`src/common/sysctl_pkg.sv`:
```
package sysctl_pkg;

  // register widths
  localparam int DATA_W = 64;
  localparam int HALF_W = 32;
  localparam int PHYS_ADDR_BITS = 52;

  // register selects carried by a control-register move
  typedef enum logic [2:0] {
    SEL_CTRL0,
    SEL_FAULT_ADDR,
    SEL_TABLE_BASE,
    SEL_FEATURE,
    SEL_TASK_PRI,
    SEL_FLAGS,
    SEL_EXT_FEATURE
  } regSel_type;

  // ctrl_reg_zero field positions
  localparam int PROT_MODE_BIT = 0;
  localparam int WAIT_MON_BIT = 1;
  localparam int FPU_TRAP_BIT = 2;
  localparam int TASK_SW_BIT = 3;
  localparam int COPROC_BIT = 4;
  localparam int NUM_ERR_BIT = 5;
  localparam int SUP_WP_BIT = 16;
  localparam int ALIGN_MASK_BIT = 18;
  localparam int WRITETHRU_BIT = 29;
  localparam int CACHE_DIS_BIT = 30;
  localparam int PAGING_BIT = 31;

  // proc_flags_reg alignment-check flag position
  localparam int FLAGS_AC_BIT = 18;

  // privilege level at which alignment checks apply
  localparam logic [1:0] USER_PRIV = 2'h3;

  // reset values
  localparam logic [63:0] CTRL0_RESET = 64'h0000_0000_0000_0010;
  localparam logic [63:0] ZERO_RESET = 64'h0;

  // fault vector codes
  localparam logic [7:0] VEC_INVALID_OP = 8'h06;
  localparam logic [7:0] VEC_DEV_UNAVAIL = 8'h07;
  localparam logic [7:0] VEC_GEN_PROT = 8'h0d;
  localparam logic [7:0] VEC_ALIGN = 8'h11;

endpackage

```
`src/rtl/system_control_register_bank.sv`:
```
// Contract
// - in 64-bit mode moves transfer all 64 bits, size prefixes ignored
// - other modes: write loads low 32, clears high 32; read returns low 32
// - 64-bit mode: nonzero high half of ctrl0 or feature raises protection fault
// - fault address register fully writable, no virtual-range check
// - table base writable except unimplemented physical address bits
// - flags high 32 bits read zero, nonzero loads ignored
// - extended feature register 64 bits in all modes
// - protected-mode bit turns protected mode and segment protection on/off
// - wait instruction faults device-unavailable only when monitor and task flags set
// - trap-all: fp faults unavailable, media invalid-opcode, save/restore unavailable
// - task flag set: fp or media instruction raises device-unavailable
// - task switch sets task flag; clear instruction or ctrl0 write clears
// - coprocessor type bit read-only, always one
// - numeric bit clear: ignore pin decides ignore or drive error output
// - numeric bit set: internal reporting, external pin path disabled
// - supervisor write-protect bit blocks supervisor writes to read-only pages
// - alignment fault needs mask bit, flags check and privilege three
// - writethrough bit stored and read back, no effect
// - cache disable: no allocation, read hits served, write hits evict
// - cache disable with paging ignores page cache-control bits
// - paging bit enables translation; setting with protection off faults
`timescale 1ns/1ps

module system_control_register_bank
  import sysctl_pkg::*;
#(
  parameter int PHYS_BITS = PHYS_ADDR_BITS
)
(
  // clock and reset
  input wire logic clk_sys,
  input wire logic reset,
  // control-register move from the pipeline
  input wire logic crReq,
  input wire logic crWrite,
  input wire logic [2:0] crSel,
  input wire logic [63:0] crWdata,
  input wire logic longMode64,
  output logic crDone_r,
  output logic [63:0] crRdata_r,
  output logic faultReq_r,
  output logic [7:0] faultVec_r,
  // task switching
  input wire logic taskSwitch,
  input wire logic clearTaskFlag,
  // instruction issue checks
  input wire logic instrValid,
  input wire logic instrIsFp,
  input wire logic instrIsMedia,
  input wire logic instrIsFpWait,
  input wire logic instrIsFpSaveRestore,
  output logic instrFault_r,
  output logic [7:0] instrFaultVec_r,
  // memory operand alignment
  input wire logic memValid,
  input wire logic memUnaligned,
  input wire logic [1:0] currentPrivLevel,
  output logic alignFault_r,
  // page fault address capture
  input wire logic pageFaultValid,
  input wire logic [63:0] pageFaultAddr,
  // floating-point error reporting
  input wire logic fpException,
  input wire logic fpErrorAck,
  input wire logic fpErrorIgnoreIn,
  output logic fpErrorOut_r,
  output logic fpInternalReport_r,
  // mode and cache controls, table base register
  output logic protModeOn_r,
  output logic pagingOn_r,
  output logic supWriteProtect_r,
  output logic cacheAllocEnable_r,
  output logic writeHitEvict_r,
  output logic ignorePageCacheBits_r,
  output logic [63:0] tableBase_r
);

  logic [63:0] ctrl0_r;
  logic [63:0] faultAddr_r;
  logic [63:0] feature_r;
  logic [63:0] taskPri_r;
  logic [63:0] extFeature_r;
  logic [31:0] flags_r;
  logic ignoreMeta_r;
  logic ignoreSync_r;
  logic [63:0] wval;
  logic wrBad;
  logic wrOk;
  logic [7:0] instrVec;
  logic instrHit;
  logic [63:0] ctrl0_nxt;
  regSel_type sel;
  logic [63:0] physMask;

  assign sel = regSel_type'(crSel);
  assign physMask = (PHYS_BITS >= DATA_W) ? {DATA_W{1'b1}}
                  : ((64'h1 << PHYS_BITS) - 64'h1);

  // low half only outside 64-bit mode
  function automatic logic [63:0] modeFit(input logic [63:0] v, input logic m64);
    modeFit = m64 ? v : {{HALF_W{1'b0}}, v[HALF_W-1:0]};
  endfunction

  // write value after mode sizing; the extended register is always full width
  always_comb
  begin
    if (sel == SEL_EXT_FEATURE)
      wval = crWdata;
    else
      wval = modeFit(crWdata, longMode64);
  end

  // write checks: reserved high halves and paging without protection
  always_comb
  begin
    wrBad = 1'b0;
    if (crReq && crWrite)
    begin
      unique case (sel)
        SEL_CTRL0:
          wrBad = (longMode64 && (|crWdata[63:HALF_W]))
               || (wval[PAGING_BIT] && !wval[PROT_MODE_BIT]);
        SEL_FEATURE:
          wrBad = longMode64 && (|crWdata[63:HALF_W]);
        default:
          wrBad = 1'b0;
      endcase
    end
  end

  assign wrOk = crReq && crWrite && !wrBad;

  // ctrl0 next value: set of the task flag wins over any clear
  always_comb
  begin
    ctrl0_nxt = ctrl0_r;
    if (wrOk && sel == SEL_CTRL0)
      ctrl0_nxt = wval;
    if (clearTaskFlag)
      ctrl0_nxt[TASK_SW_BIT] = 1'b0;
    if (taskSwitch)
      ctrl0_nxt[TASK_SW_BIT] = 1'b1;
    ctrl0_nxt[COPROC_BIT] = 1'b1;
  end

  always_ff @(posedge clk_sys)
  begin
    if (reset)
      ctrl0_r <= CTRL0_RESET;
    else
      ctrl0_r <= ctrl0_nxt;
  end

  // remaining registers; a page fault capture yields to a software write
  always_ff @(posedge clk_sys)
  begin
    if (reset)
    begin
      faultAddr_r <= ZERO_RESET;
      tableBase_r <= ZERO_RESET;
      feature_r <= ZERO_RESET;
      taskPri_r <= ZERO_RESET;
      extFeature_r <= ZERO_RESET;
      flags_r <= '0;
    end
    else
    begin
      if (pageFaultValid)
        faultAddr_r <= pageFaultAddr;
      if (wrOk)
      begin
        unique case (sel)
          SEL_FAULT_ADDR: faultAddr_r <= wval;
          SEL_TABLE_BASE: tableBase_r <= wval & physMask;
          SEL_FEATURE: feature_r <= wval;
          SEL_TASK_PRI: taskPri_r <= wval;
          SEL_FLAGS: flags_r <= wval[HALF_W-1:0];
          SEL_EXT_FEATURE: extFeature_r <= wval;
          default: ;
        endcase
      end
    end
  end

  // move answer one cycle after the request
  always_ff @(posedge clk_sys)
  begin
    if (reset)
    begin
      crDone_r <= 1'b0;
      crRdata_r <= ZERO_RESET;
      faultReq_r <= 1'b0;
      faultVec_r <= 8'h00;
    end
    else
    begin
      crDone_r <= crReq;
      faultReq_r <= wrBad || (crReq && crSel > 3'(SEL_EXT_FEATURE));
      faultVec_r <= wrBad ? VEC_GEN_PROT : VEC_INVALID_OP;
      if (crReq && !crWrite)
      begin
        unique case (sel)
          SEL_CTRL0: crRdata_r <= modeFit(ctrl0_r, longMode64);
          SEL_FAULT_ADDR: crRdata_r <= modeFit(faultAddr_r, longMode64);
          SEL_TABLE_BASE: crRdata_r <= modeFit(tableBase_r, longMode64);
          SEL_FEATURE: crRdata_r <= modeFit(feature_r, longMode64);
          SEL_TASK_PRI: crRdata_r <= modeFit(taskPri_r, longMode64);
          SEL_FLAGS: crRdata_r <= {{HALF_W{1'b0}}, flags_r};
          SEL_EXT_FEATURE: crRdata_r <= extFeature_r;
          default: crRdata_r <= ZERO_RESET;
        endcase
      end
    end
  end

  // instruction checks; trap-all is examined before the task flag
  always_comb
  begin
    instrHit = 1'b0;
    instrVec = VEC_DEV_UNAVAIL;
    if (instrIsFpWait)
      instrHit = ctrl0_r[WAIT_MON_BIT] && ctrl0_r[TASK_SW_BIT];
    else if (ctrl0_r[FPU_TRAP_BIT] && (instrIsFp || instrIsMedia))
    begin
      instrHit = 1'b1;
      if (instrIsMedia && !instrIsFpSaveRestore)
        instrVec = VEC_INVALID_OP;
    end
    else if (ctrl0_r[TASK_SW_BIT] && (instrIsFp || instrIsMedia))
      instrHit = 1'b1;
  end

  always_ff @(posedge clk_sys)
  begin
    if (reset)
    begin
      instrFault_r <= 1'b0;
      instrFaultVec_r <= 8'h00;
    end
    else
    begin
      instrFault_r <= instrValid && instrHit;
      instrFaultVec_r <= instrVec;
    end
  end

  // alignment check needs all three conditions
  always_ff @(posedge clk_sys)
  begin
    if (reset)
      alignFault_r <= 1'b0;
    else
      alignFault_r <= memValid && memUnaligned && ctrl0_r[ALIGN_MASK_BIT]
                   && flags_r[FLAGS_AC_BIT] && currentPrivLevel == USER_PRIV;
  end

  // ignore pin arrives asynchronously
  always_ff @(posedge clk_sys)
  begin
    if (reset)
    begin
      ignoreMeta_r <= 1'b0;
      ignoreSync_r <= 1'b0;
    end
    else
    begin
      ignoreMeta_r <= fpErrorIgnoreIn;
      ignoreSync_r <= ignoreMeta_r;
    end
  end

  // error output holds until acknowledged or numeric bit set; a new error beats the ack
  always_ff @(posedge clk_sys)
  begin
    if (reset)
    begin
      fpErrorOut_r <= 1'b0;
      fpInternalReport_r <= 1'b0;
    end
    else
    begin
      fpInternalReport_r <= fpException && ctrl0_r[NUM_ERR_BIT];
      if (fpException && !ctrl0_r[NUM_ERR_BIT] && !ignoreSync_r)
        fpErrorOut_r <= 1'b1;
      else if (fpErrorAck || ctrl0_r[NUM_ERR_BIT])
        fpErrorOut_r <= 1'b0;
    end
  end

  // mode and cache controls lag ctrl0 by one cycle to stay registered
  always_ff @(posedge clk_sys)
  begin
    if (reset)
    begin
      protModeOn_r <= 1'b0;
      pagingOn_r <= 1'b0;
      supWriteProtect_r <= 1'b0;
      cacheAllocEnable_r <= 1'b1;
      writeHitEvict_r <= 1'b0;
      ignorePageCacheBits_r <= 1'b0;
    end
    else
    begin
      protModeOn_r <= ctrl0_r[PROT_MODE_BIT];
      pagingOn_r <= ctrl0_r[PAGING_BIT];
      supWriteProtect_r <= ctrl0_r[SUP_WP_BIT];
      cacheAllocEnable_r <= !ctrl0_r[CACHE_DIS_BIT];
      writeHitEvict_r <= ctrl0_r[CACHE_DIS_BIT];
      ignorePageCacheBits_r <= ctrl0_r[CACHE_DIS_BIT] && ctrl0_r[PAGING_BIT];
    end
  end

  chk_ctrl0_upper_gp: assert property (@(posedge clk_sys) disable iff (reset)
    crReq && crWrite && sel == SEL_CTRL0 && longMode64 && (|crWdata[63:HALF_W])
    |=> faultReq_r && faultVec_r == VEC_GEN_PROT)
    else $error("high half write did not fault");

  chk_bad_write_kept: assert property (@(posedge clk_sys) disable iff (reset)
    wrBad && sel == SEL_FEATURE |=> feature_r == $past(feature_r))
    else $error("rejected write changed register");

  chk_legacy_high_clear: assert property (@(posedge clk_sys) disable iff (reset)
    crReq && crWrite && sel == SEL_FAULT_ADDR && !longMode64 && !pageFaultValid
    |=> faultAddr_r[63:HALF_W] == '0)
    else $error("legacy write left high half");

  chk_full_fault_addr: assert property (@(posedge clk_sys) disable iff (reset)
    crReq && crWrite && sel == SEL_FAULT_ADDR && longMode64
    |=> faultAddr_r == $past(crWdata))
    else $error("fault address not fully written");

  chk_flags_read_zero: assert property (@(posedge clk_sys) disable iff (reset)
    crReq && !crWrite && sel == SEL_FLAGS |=> crRdata_r[63:HALF_W] == '0 && crDone_r)
    else $error("flags high half not zero");

  chk_coproc_one: assert property (@(posedge clk_sys) disable iff (reset)
    ##1 ctrl0_r[COPROC_BIT])
    else $error("coprocessor type bit cleared");

  chk_paging_gp: assert property (@(posedge clk_sys) disable iff (reset)
    crReq && crWrite && sel == SEL_CTRL0 && wval[PAGING_BIT] && !wval[PROT_MODE_BIT]
    |=> faultReq_r && faultVec_r == VEC_GEN_PROT)
    else $error("paging without protection did not fault");

  chk_wait_fault: assert property (@(posedge clk_sys) disable iff (reset)
    instrValid && instrIsFpWait
    |=> instrFault_r == $past(ctrl0_r[WAIT_MON_BIT] && ctrl0_r[TASK_SW_BIT]))
    else $error("wait instruction fault wrong");

  chk_task_set: assert property (@(posedge clk_sys) disable iff (reset)
    taskSwitch |=> ctrl0_r[TASK_SW_BIT])
    else $error("task switch did not set flag");

  chk_align_fault: assert property (@(posedge clk_sys) disable iff (reset)
    memValid && memUnaligned && currentPrivLevel != USER_PRIV |=> !alignFault_r)
    else $error("alignment fault outside user level");

  chk_fp_error_pin: assert property (@(posedge clk_sys) disable iff (reset)
    fpException && !ctrl0_r[NUM_ERR_BIT] && !ignoreSync_r |=> fpErrorOut_r)
    else $error("error output not driven");

  chk_cache_policy: assert property (@(posedge clk_sys) disable iff (reset)
    ctrl0_r[CACHE_DIS_BIT] |=> !cacheAllocEnable_r && writeHitEvict_r)
    else $error("cache disable not applied");

endmodule

```
`config.mk`:
```
export PLATFORM = sky130hd
export DESIGN_NAME = system_control_register_bank
export DESIGN_NICKNAME = d
export VERILOG_FILES = /design/src/common/sysctl_pkg.sv /design/src/rtl/system_control_register_bank.sv
export SDC_FILE = /design/constraint.sdc
export NUM_CORES = 1
export LEC_CHECK = 0
export ABC_CLOCK_PERIOD_IN_PS = 1600
export BUFFER_PORTS_ARGS = -buffer_cell sky130_fd_sc_hd__buf_2
export CELL_PAD_IN_SITES_DETAIL_PLACEMENT = 2
export CELL_PAD_IN_SITES_GLOBAL_PLACEMENT = 2
export CORE_AREA = 2 2 259 261
export CTS_BUF_LIST = sky130_fd_sc_hd__clkbuf_16
export CTS_CLUSTER_SIZE = 24
export DETAILED_ROUTE_END_ITERATION = 10
export DIE_AREA = 0 0 261 263
export PLACE_DENSITY_LB_ADDON = 0.1
export RECOVER_POWER = 50
export SKIP_LAST_GASP = 1
export SYNTH_ARGS = -nofsm -noshare
export SYNTH_HDL_FRONTEND = slang
export SYNTH_SLANG_ARGS = --single-unit
```
`constraint.sdc`:
```
create_clock -name clk_sys -period 1.6 [get_ports clk_sys]
set_clock_uncertainty 0.15 [all_clocks]
set_input_delay 0 -clock clk_sys [delete_from_list [all_inputs] [get_ports clk_sys]]
set_output_delay 0 -clock clk_sys [all_outputs]
set_load 0.05 [all_outputs]
```
# [Word-level counts from Yosys, hierarchy flattened]
# Index checks and enable logic that the tools add are counted.
[classes] eq_ne=7 muxes=25 n_reduce_logical=41 n_bitwise=1 magnitude_cmp=1
[op_table] operator="64-bit two-way mux" n=9
[op_table] operator="64-bit case mux with 7 select lines" n=1
[op_table] operator="52-bit two-way mux" n=1
[op_table] operator="32-bit OR reduction" n=1
[op_table] operator="1-bit logical AND" n=20
[op_table] operator="1-bit two-way mux" n=11
[op_table] operator="2-bit AND reduction" n=5
[op_table] operator="3-bit equality test (second input constant)" n=3
[op_table] operator="4-bit two-way mux" n=2
[op_table] operator="1-bit zero test" n=7
[op_table] operator="3-bit by 2-bit equality test with 1-bit output (second input constant)" n=2
[op_table] operator="1-bit logical OR" n=4
[op_table] operator="3-bit by 1-bit equality test with 1-bit output (second input constant)" n=1
[op_table] operator="3-bit greater-than comparator (second input constant)" n=1
[op_table] operator="3-bit zero test" n=1
[op_table] operator="3-bit nonzero test" n=1
[op_table] operator="3-bit OR reduction" n=1
[op_table] operator="2-bit equality test (second input constant)" n=1
[op_table] operator="1-bit case mux with 2 select lines" n=1
[op_table] operator="2-bit nonzero test" n=1
[op_table] operator="1-bit NOT" n=1
[word_totals] ff_bits=498 word_cells=102 output_inout_bits=156 inputBits=151

# [Longest topological paths before layout]
[depth] depth_word=13 mapped_depth=9 mapped_depth_nobuf=5

# [Worst setup path before layout]
# Ideal clock, no wire load.
[synth_timing] kind="input to register" startpoint="input port crSel[1]" endpoint="register crRdata_r[48]" required_ns=1.322 n_path_buf=4 setup_time_ns=0.128 arrival_ns=1.361 path_stages=9 path_slack_ns=-0.038 path_cell_list="buf_2 buf_4 buf_6 buf_4 mux2i_1 a2bb2oi_1 o21ai_0 a222oi_1 nor2_1"
[synth_via] elab_chain_cells=2 elab_cells_between_ends=8 cone_classes="eq/ne (6); mux (1); reduce/logical (1)"
[synth_rtl] element="from (decl)" line="system_control_register_bank.sv:37" text="input wire logic [2:0] crSel,"
[synth_rtl] element="3-bit equality test, or another cell as far along" line="system_control_register_bank.sv:203" text="unique case (sel)"
[synth_rtl] element="64-bit case mux with 7 select lines *" line="system_control_register_bank.sv:203"
[synth_rtl] element="to (signal assigned)" line="system_control_register_bank.sv:204" text="SEL_CTRL0: crRdata_r <= modeFit(ctrl0_r, longMode64);"
[synth_rtl] element="to (signal assigned)" line="system_control_register_bank.sv:205" text="SEL_FAULT_ADDR: crRdata_r <= modeFit(faultAddr_r, longMode64);"
[synth_rtl] element="to (signal assigned)" line="system_control_register_bank.sv:206" text="SEL_TABLE_BASE: crRdata_r <= modeFit(tableBase_r, longMode64);"
[synth_rtl] element="to (decl)" line="system_control_register_bank.sv:41" text="output logic [63:0] crRdata_r,"
# Every way passes the cells marked *; elsewhere a longest branch is shown, timed or not.
# A chain may end at the register's enable or synchronous reset.

# [Worst setup path after layout]
[layout_timing] startpoint="register faultAddr_r[51]" endpoint="register faultAddr_r[51]"
[layout_via] elab_chain_cells=3
[layout_rtl] element="from (decl)" line="system_control_register_bank.sv:80" text="logic [63:0] faultAddr_r;"
[layout_rtl] element="from (signal assigned)" line="system_control_register_bank.sv:170" text="faultAddr_r <= pageFaultAddr;"
[layout_rtl] element="from (signal assigned)" line="system_control_register_bank.sv:174" text="SEL_FAULT_ADDR: faultAddr_r <= wval;"
[layout_rtl] element="64-bit two-way mux *" line="system_control_register_bank.sv:169" text="if (pageFaultValid)"
[layout_rtl] element="64-bit two-way mux" line="system_control_register_bank.sv:173" text="unique case (sel)"
[layout_rtl] element="64-bit two-way mux *" line="system_control_register_bank.sv:171" text="if (wrOk)"
# Marked as above.

==> impl_results.md <==
- Run status: complete, but fails checks
- Failing checks: hold timing, setup timing
- Post-Synthesis Cells: between 2k and 2.5k
- Core area: about 66000 sq um
- Port Buffers: between 200 and 300
- Critical path launch point: faultAddr_r[51]
- Routed wire per std cell: 25.19 microns
- Share of cells above drive strength 1: 0.2472
- Post-synth EDFFs: 0
- Clock Sinks: roughly 490
- Cell Rows: 94
- Setup tns final: -0.1084 ns
- Critical Path, Cell by Cell: mux2_2, dlygate4sd3_1, nand3_1, o21ai_0
- Initial DRC Count: 910
- First-pass DRT Iterations: 6
- CTS tree: built
- Worst Setup End Kind: register
- Post-layout min period: ~1.6 ns
- Yosys warning count: 0
- Final std cells w/o fill: approximately 3.8k
- RR Endpoint: faultAddr_r[51]
- CP peak stage delay: a little under 0.6 ns
- PwrDens: around 1000 nW/um^2
- Final Net Count: around 3.1k
- Sequential share of the synthesized area: 0.4807
- CP endpoint: faultAddr_r[51]
- Reg clk slew, reported paths: ~0.06 ns
- I/O pin total: 307
- Worst reg2reg setup slack: -0.05 ns
- Peak VDD IR: between 0.0008 and 0.0009 V
- Primary FF master, synth: dfxtp_1
- Reg-to-Reg Start: faultAddr_r[51]
- DP HPWL: just over 60 mm
- RSZ-0062 raised after global routing: true
- GRT Overall Usage: 0.2725
- Final core utilization: 0.4339
- Post-route ant nets: 0
- Critical Path AT: slightly below 2 ns
- # DRC: 0
- Worst hold slack: -0.3142 ns
- Total gr overflow: 0
- Vias per inst: roughly 5.3
- Via Count: 20.50k
- Async S/R FF share, synth: 0
- Syn avg cell area: about 8.5 sq um
- DIE HEIGHT: approximately 260 microns
- Final Max Slew Viols: 0
- Htree depth: 2
- Area grow syn2layout: 40.99%
- Max Freq: between 600 and 700 MHz
- Global-route wire length before repair: about 140 mm
- Antenna violations before repair: 4
- Die Area: ~69000 sq um
- Root buf cell: clkbuf_16
- Clock Latency Late Sink: 0.62 ns
- Clock Path Buffers: 3
- Starting Density: 0.3077
- GPL Wtd Cong: about 0.8
- Setup ws final: -0.04545 ns
- Leakage power total: approximately 0.011 uW
- Largest net degree at the start of global routing: 73
- HP Class: input port to register
- Final hold vios: 42
- Worst Setup Start Kind: register
- Seq cells post-synth: about 490
- Max-cap violation count: 0
- Slew HR: 0.3230
- Synthesized area: approximately 20000 sq um
- Total CTS buffers: between 50 and 60
- Worst-path fanout max: 2
- Worst-margin pin slew: approximately 1.0 ns
- Synth cell types: 52
- Setup CP Type: register to register
- CP max-delay cell: dlygate4sd3_1
- Crit path required time: 1.93 ns
- Vias in the first global route: around 23k
- Die width: 261 microns
- Period utilisation layout: 1.028
- Placed cell count: 3517
- Final WL: 96.72 mm
- Final setup viols: 4
- Worst reg2reg path depth: 4
[critical path, delay by kind of cell (launching register included)]
kind / cells / cell delay (ns)
AO/OA/AOI/OAI: 1 / 0.11
AND/OR/NAND/NOR: 1 / 0.09
multiplexers: 1 / 0.26
buffers and inverters: 1 / 0.58
flip-flops: 1 / 0.32
[power by group]
group | switching (uW) | leakage (uW) | internal [uW] | total, uW
Combinational | 2100 | 0.00625 | 1420 | 3520
Clock | 5480 | 0.000946 | 7260 | 12700
Sequential | 178 | 0.00394 | 12300 | 12500
[cells by family (layout without fill, tap and decap cells)]
| kind of cell | Yosys count | count (layout) | share of synthesized area |
|---|---|---|---|
| buffers and inverters | 243 | 828 | 0.05569 |
| other | 1 | 23 | 0.0001857 |
| AO/OA/AOI/OAI | 617 | 617 | 0.1860 |
| flip-flops | 485 | 485 | 0.4807 |
| AND/OR/NAND/NOR | 840 | 840 | 0.1812 |
| multiplexers | 182 | 182 | 0.09615 |
[cell usage after synthesis, drive strengths merged, types with 68 or more instances]
cell,instances,share of area
mux2,76,0.042
clkbuf,140,0.026
mux2i,104,0.052
a22oi,68,0.025
nand3,121,0.030
buf,96,0.028
o21ai,175,0.044
and2,74,0.023
dfxtp,485,0.48
a21oi,219,0.055
nor2,95,0.018
nand2,488,0.091
[sequential cells by signal (all words and copies together), names as in the netlist, 2 cells and up]
register / cells
extFeature_r: 64
feature_r: 64
ctrl0_r: 63
tableBase_r: 52
flags_r: 32
faultAddr_r: 64
instrFaultVec_r: 2
crRdata_r: 64
taskPri_r: 64
faultVec_r: 2
[timing repair]
item	4_1_cts	5_1_grt
setup buffers	1	3
pin swaps	5	19
endpoints found under the setup margin	134	210
hold buffers	216	3
cloned	0	4
hold endpoints to repair	471	37
resized for setup	18	67
[final cells by class]
class	instances	area [sq um]
well taps	864	1081
fillers	7193	37150
clock inverters	47	306.5
inverters	7	35.03
diodes	2	5.005
multi-input cells	1660	9757
clock buffers	59	1476
flip-flops and latches	485	9724
repair buffers	715	6091
[metrics by stage]
stage	instance area [sq um]	total power (uW)	hold slack (ns)	setup slack, ns
after floorplan	20280	14210	-0.05809	-0.02151
after CTS	28350	28900	-0.3533	-0.01327
after global placement	24290	15630	0.06330	-0.9732
final	28480	28760	-0.3142	-0.04545
after global routing	28480	29780	-0.3322	-0.07842
after detailed placement	24290	15710	0.06873	-0.9909
[routing by layer]
metal / vias up / share of wire / global-route usage
met5: - / 0.00030 / 0
met4: 4 / 0.029 / 0.07893
met3: 154 / 0.037 / 0.03370
met2: 462 / 0.52 / 0.4972
met1: 10550 / 0.42 / 0.3319
li1: 9337 / - / -
[cells in the final DEF (no fill, tap or decap), types with 92 or more instances in the layout]
cell	count
a21oi_1	216
buf_4	149
o21ai_0	145
dfxtp_1	473
mux2i_1	102
nand3_1	120
nand2_1	482
nor2_1	92
buf_2	222
dlygate4sd3_1	202
[how the worst min path moves through the flow]
| stage | startpoint | endpoint | slack (ns) | cells past startpoint |
|---|---|---|---|---|
| 5_1_grt | reset | extFeature_r[34] | -0.33 | 3 |
| 2_1_floorplan | crReq | faultVec_r[1] | -0.06 | 1 |
| 6_report | reset | crRdata_r[34] | -0.31 | 3 |
| 4_1_cts | reset | extFeature_r[34] | -0.35 | 3 |
| 3_5_place_dp | fpErrorIgnoreIn | ignoreMeta_r | 0.07 | 2 |
| 3_3_place_gp | instrIsFpWait | instrFault_r | 0.06 | 2 |
(Power assumes the default switching activity.)
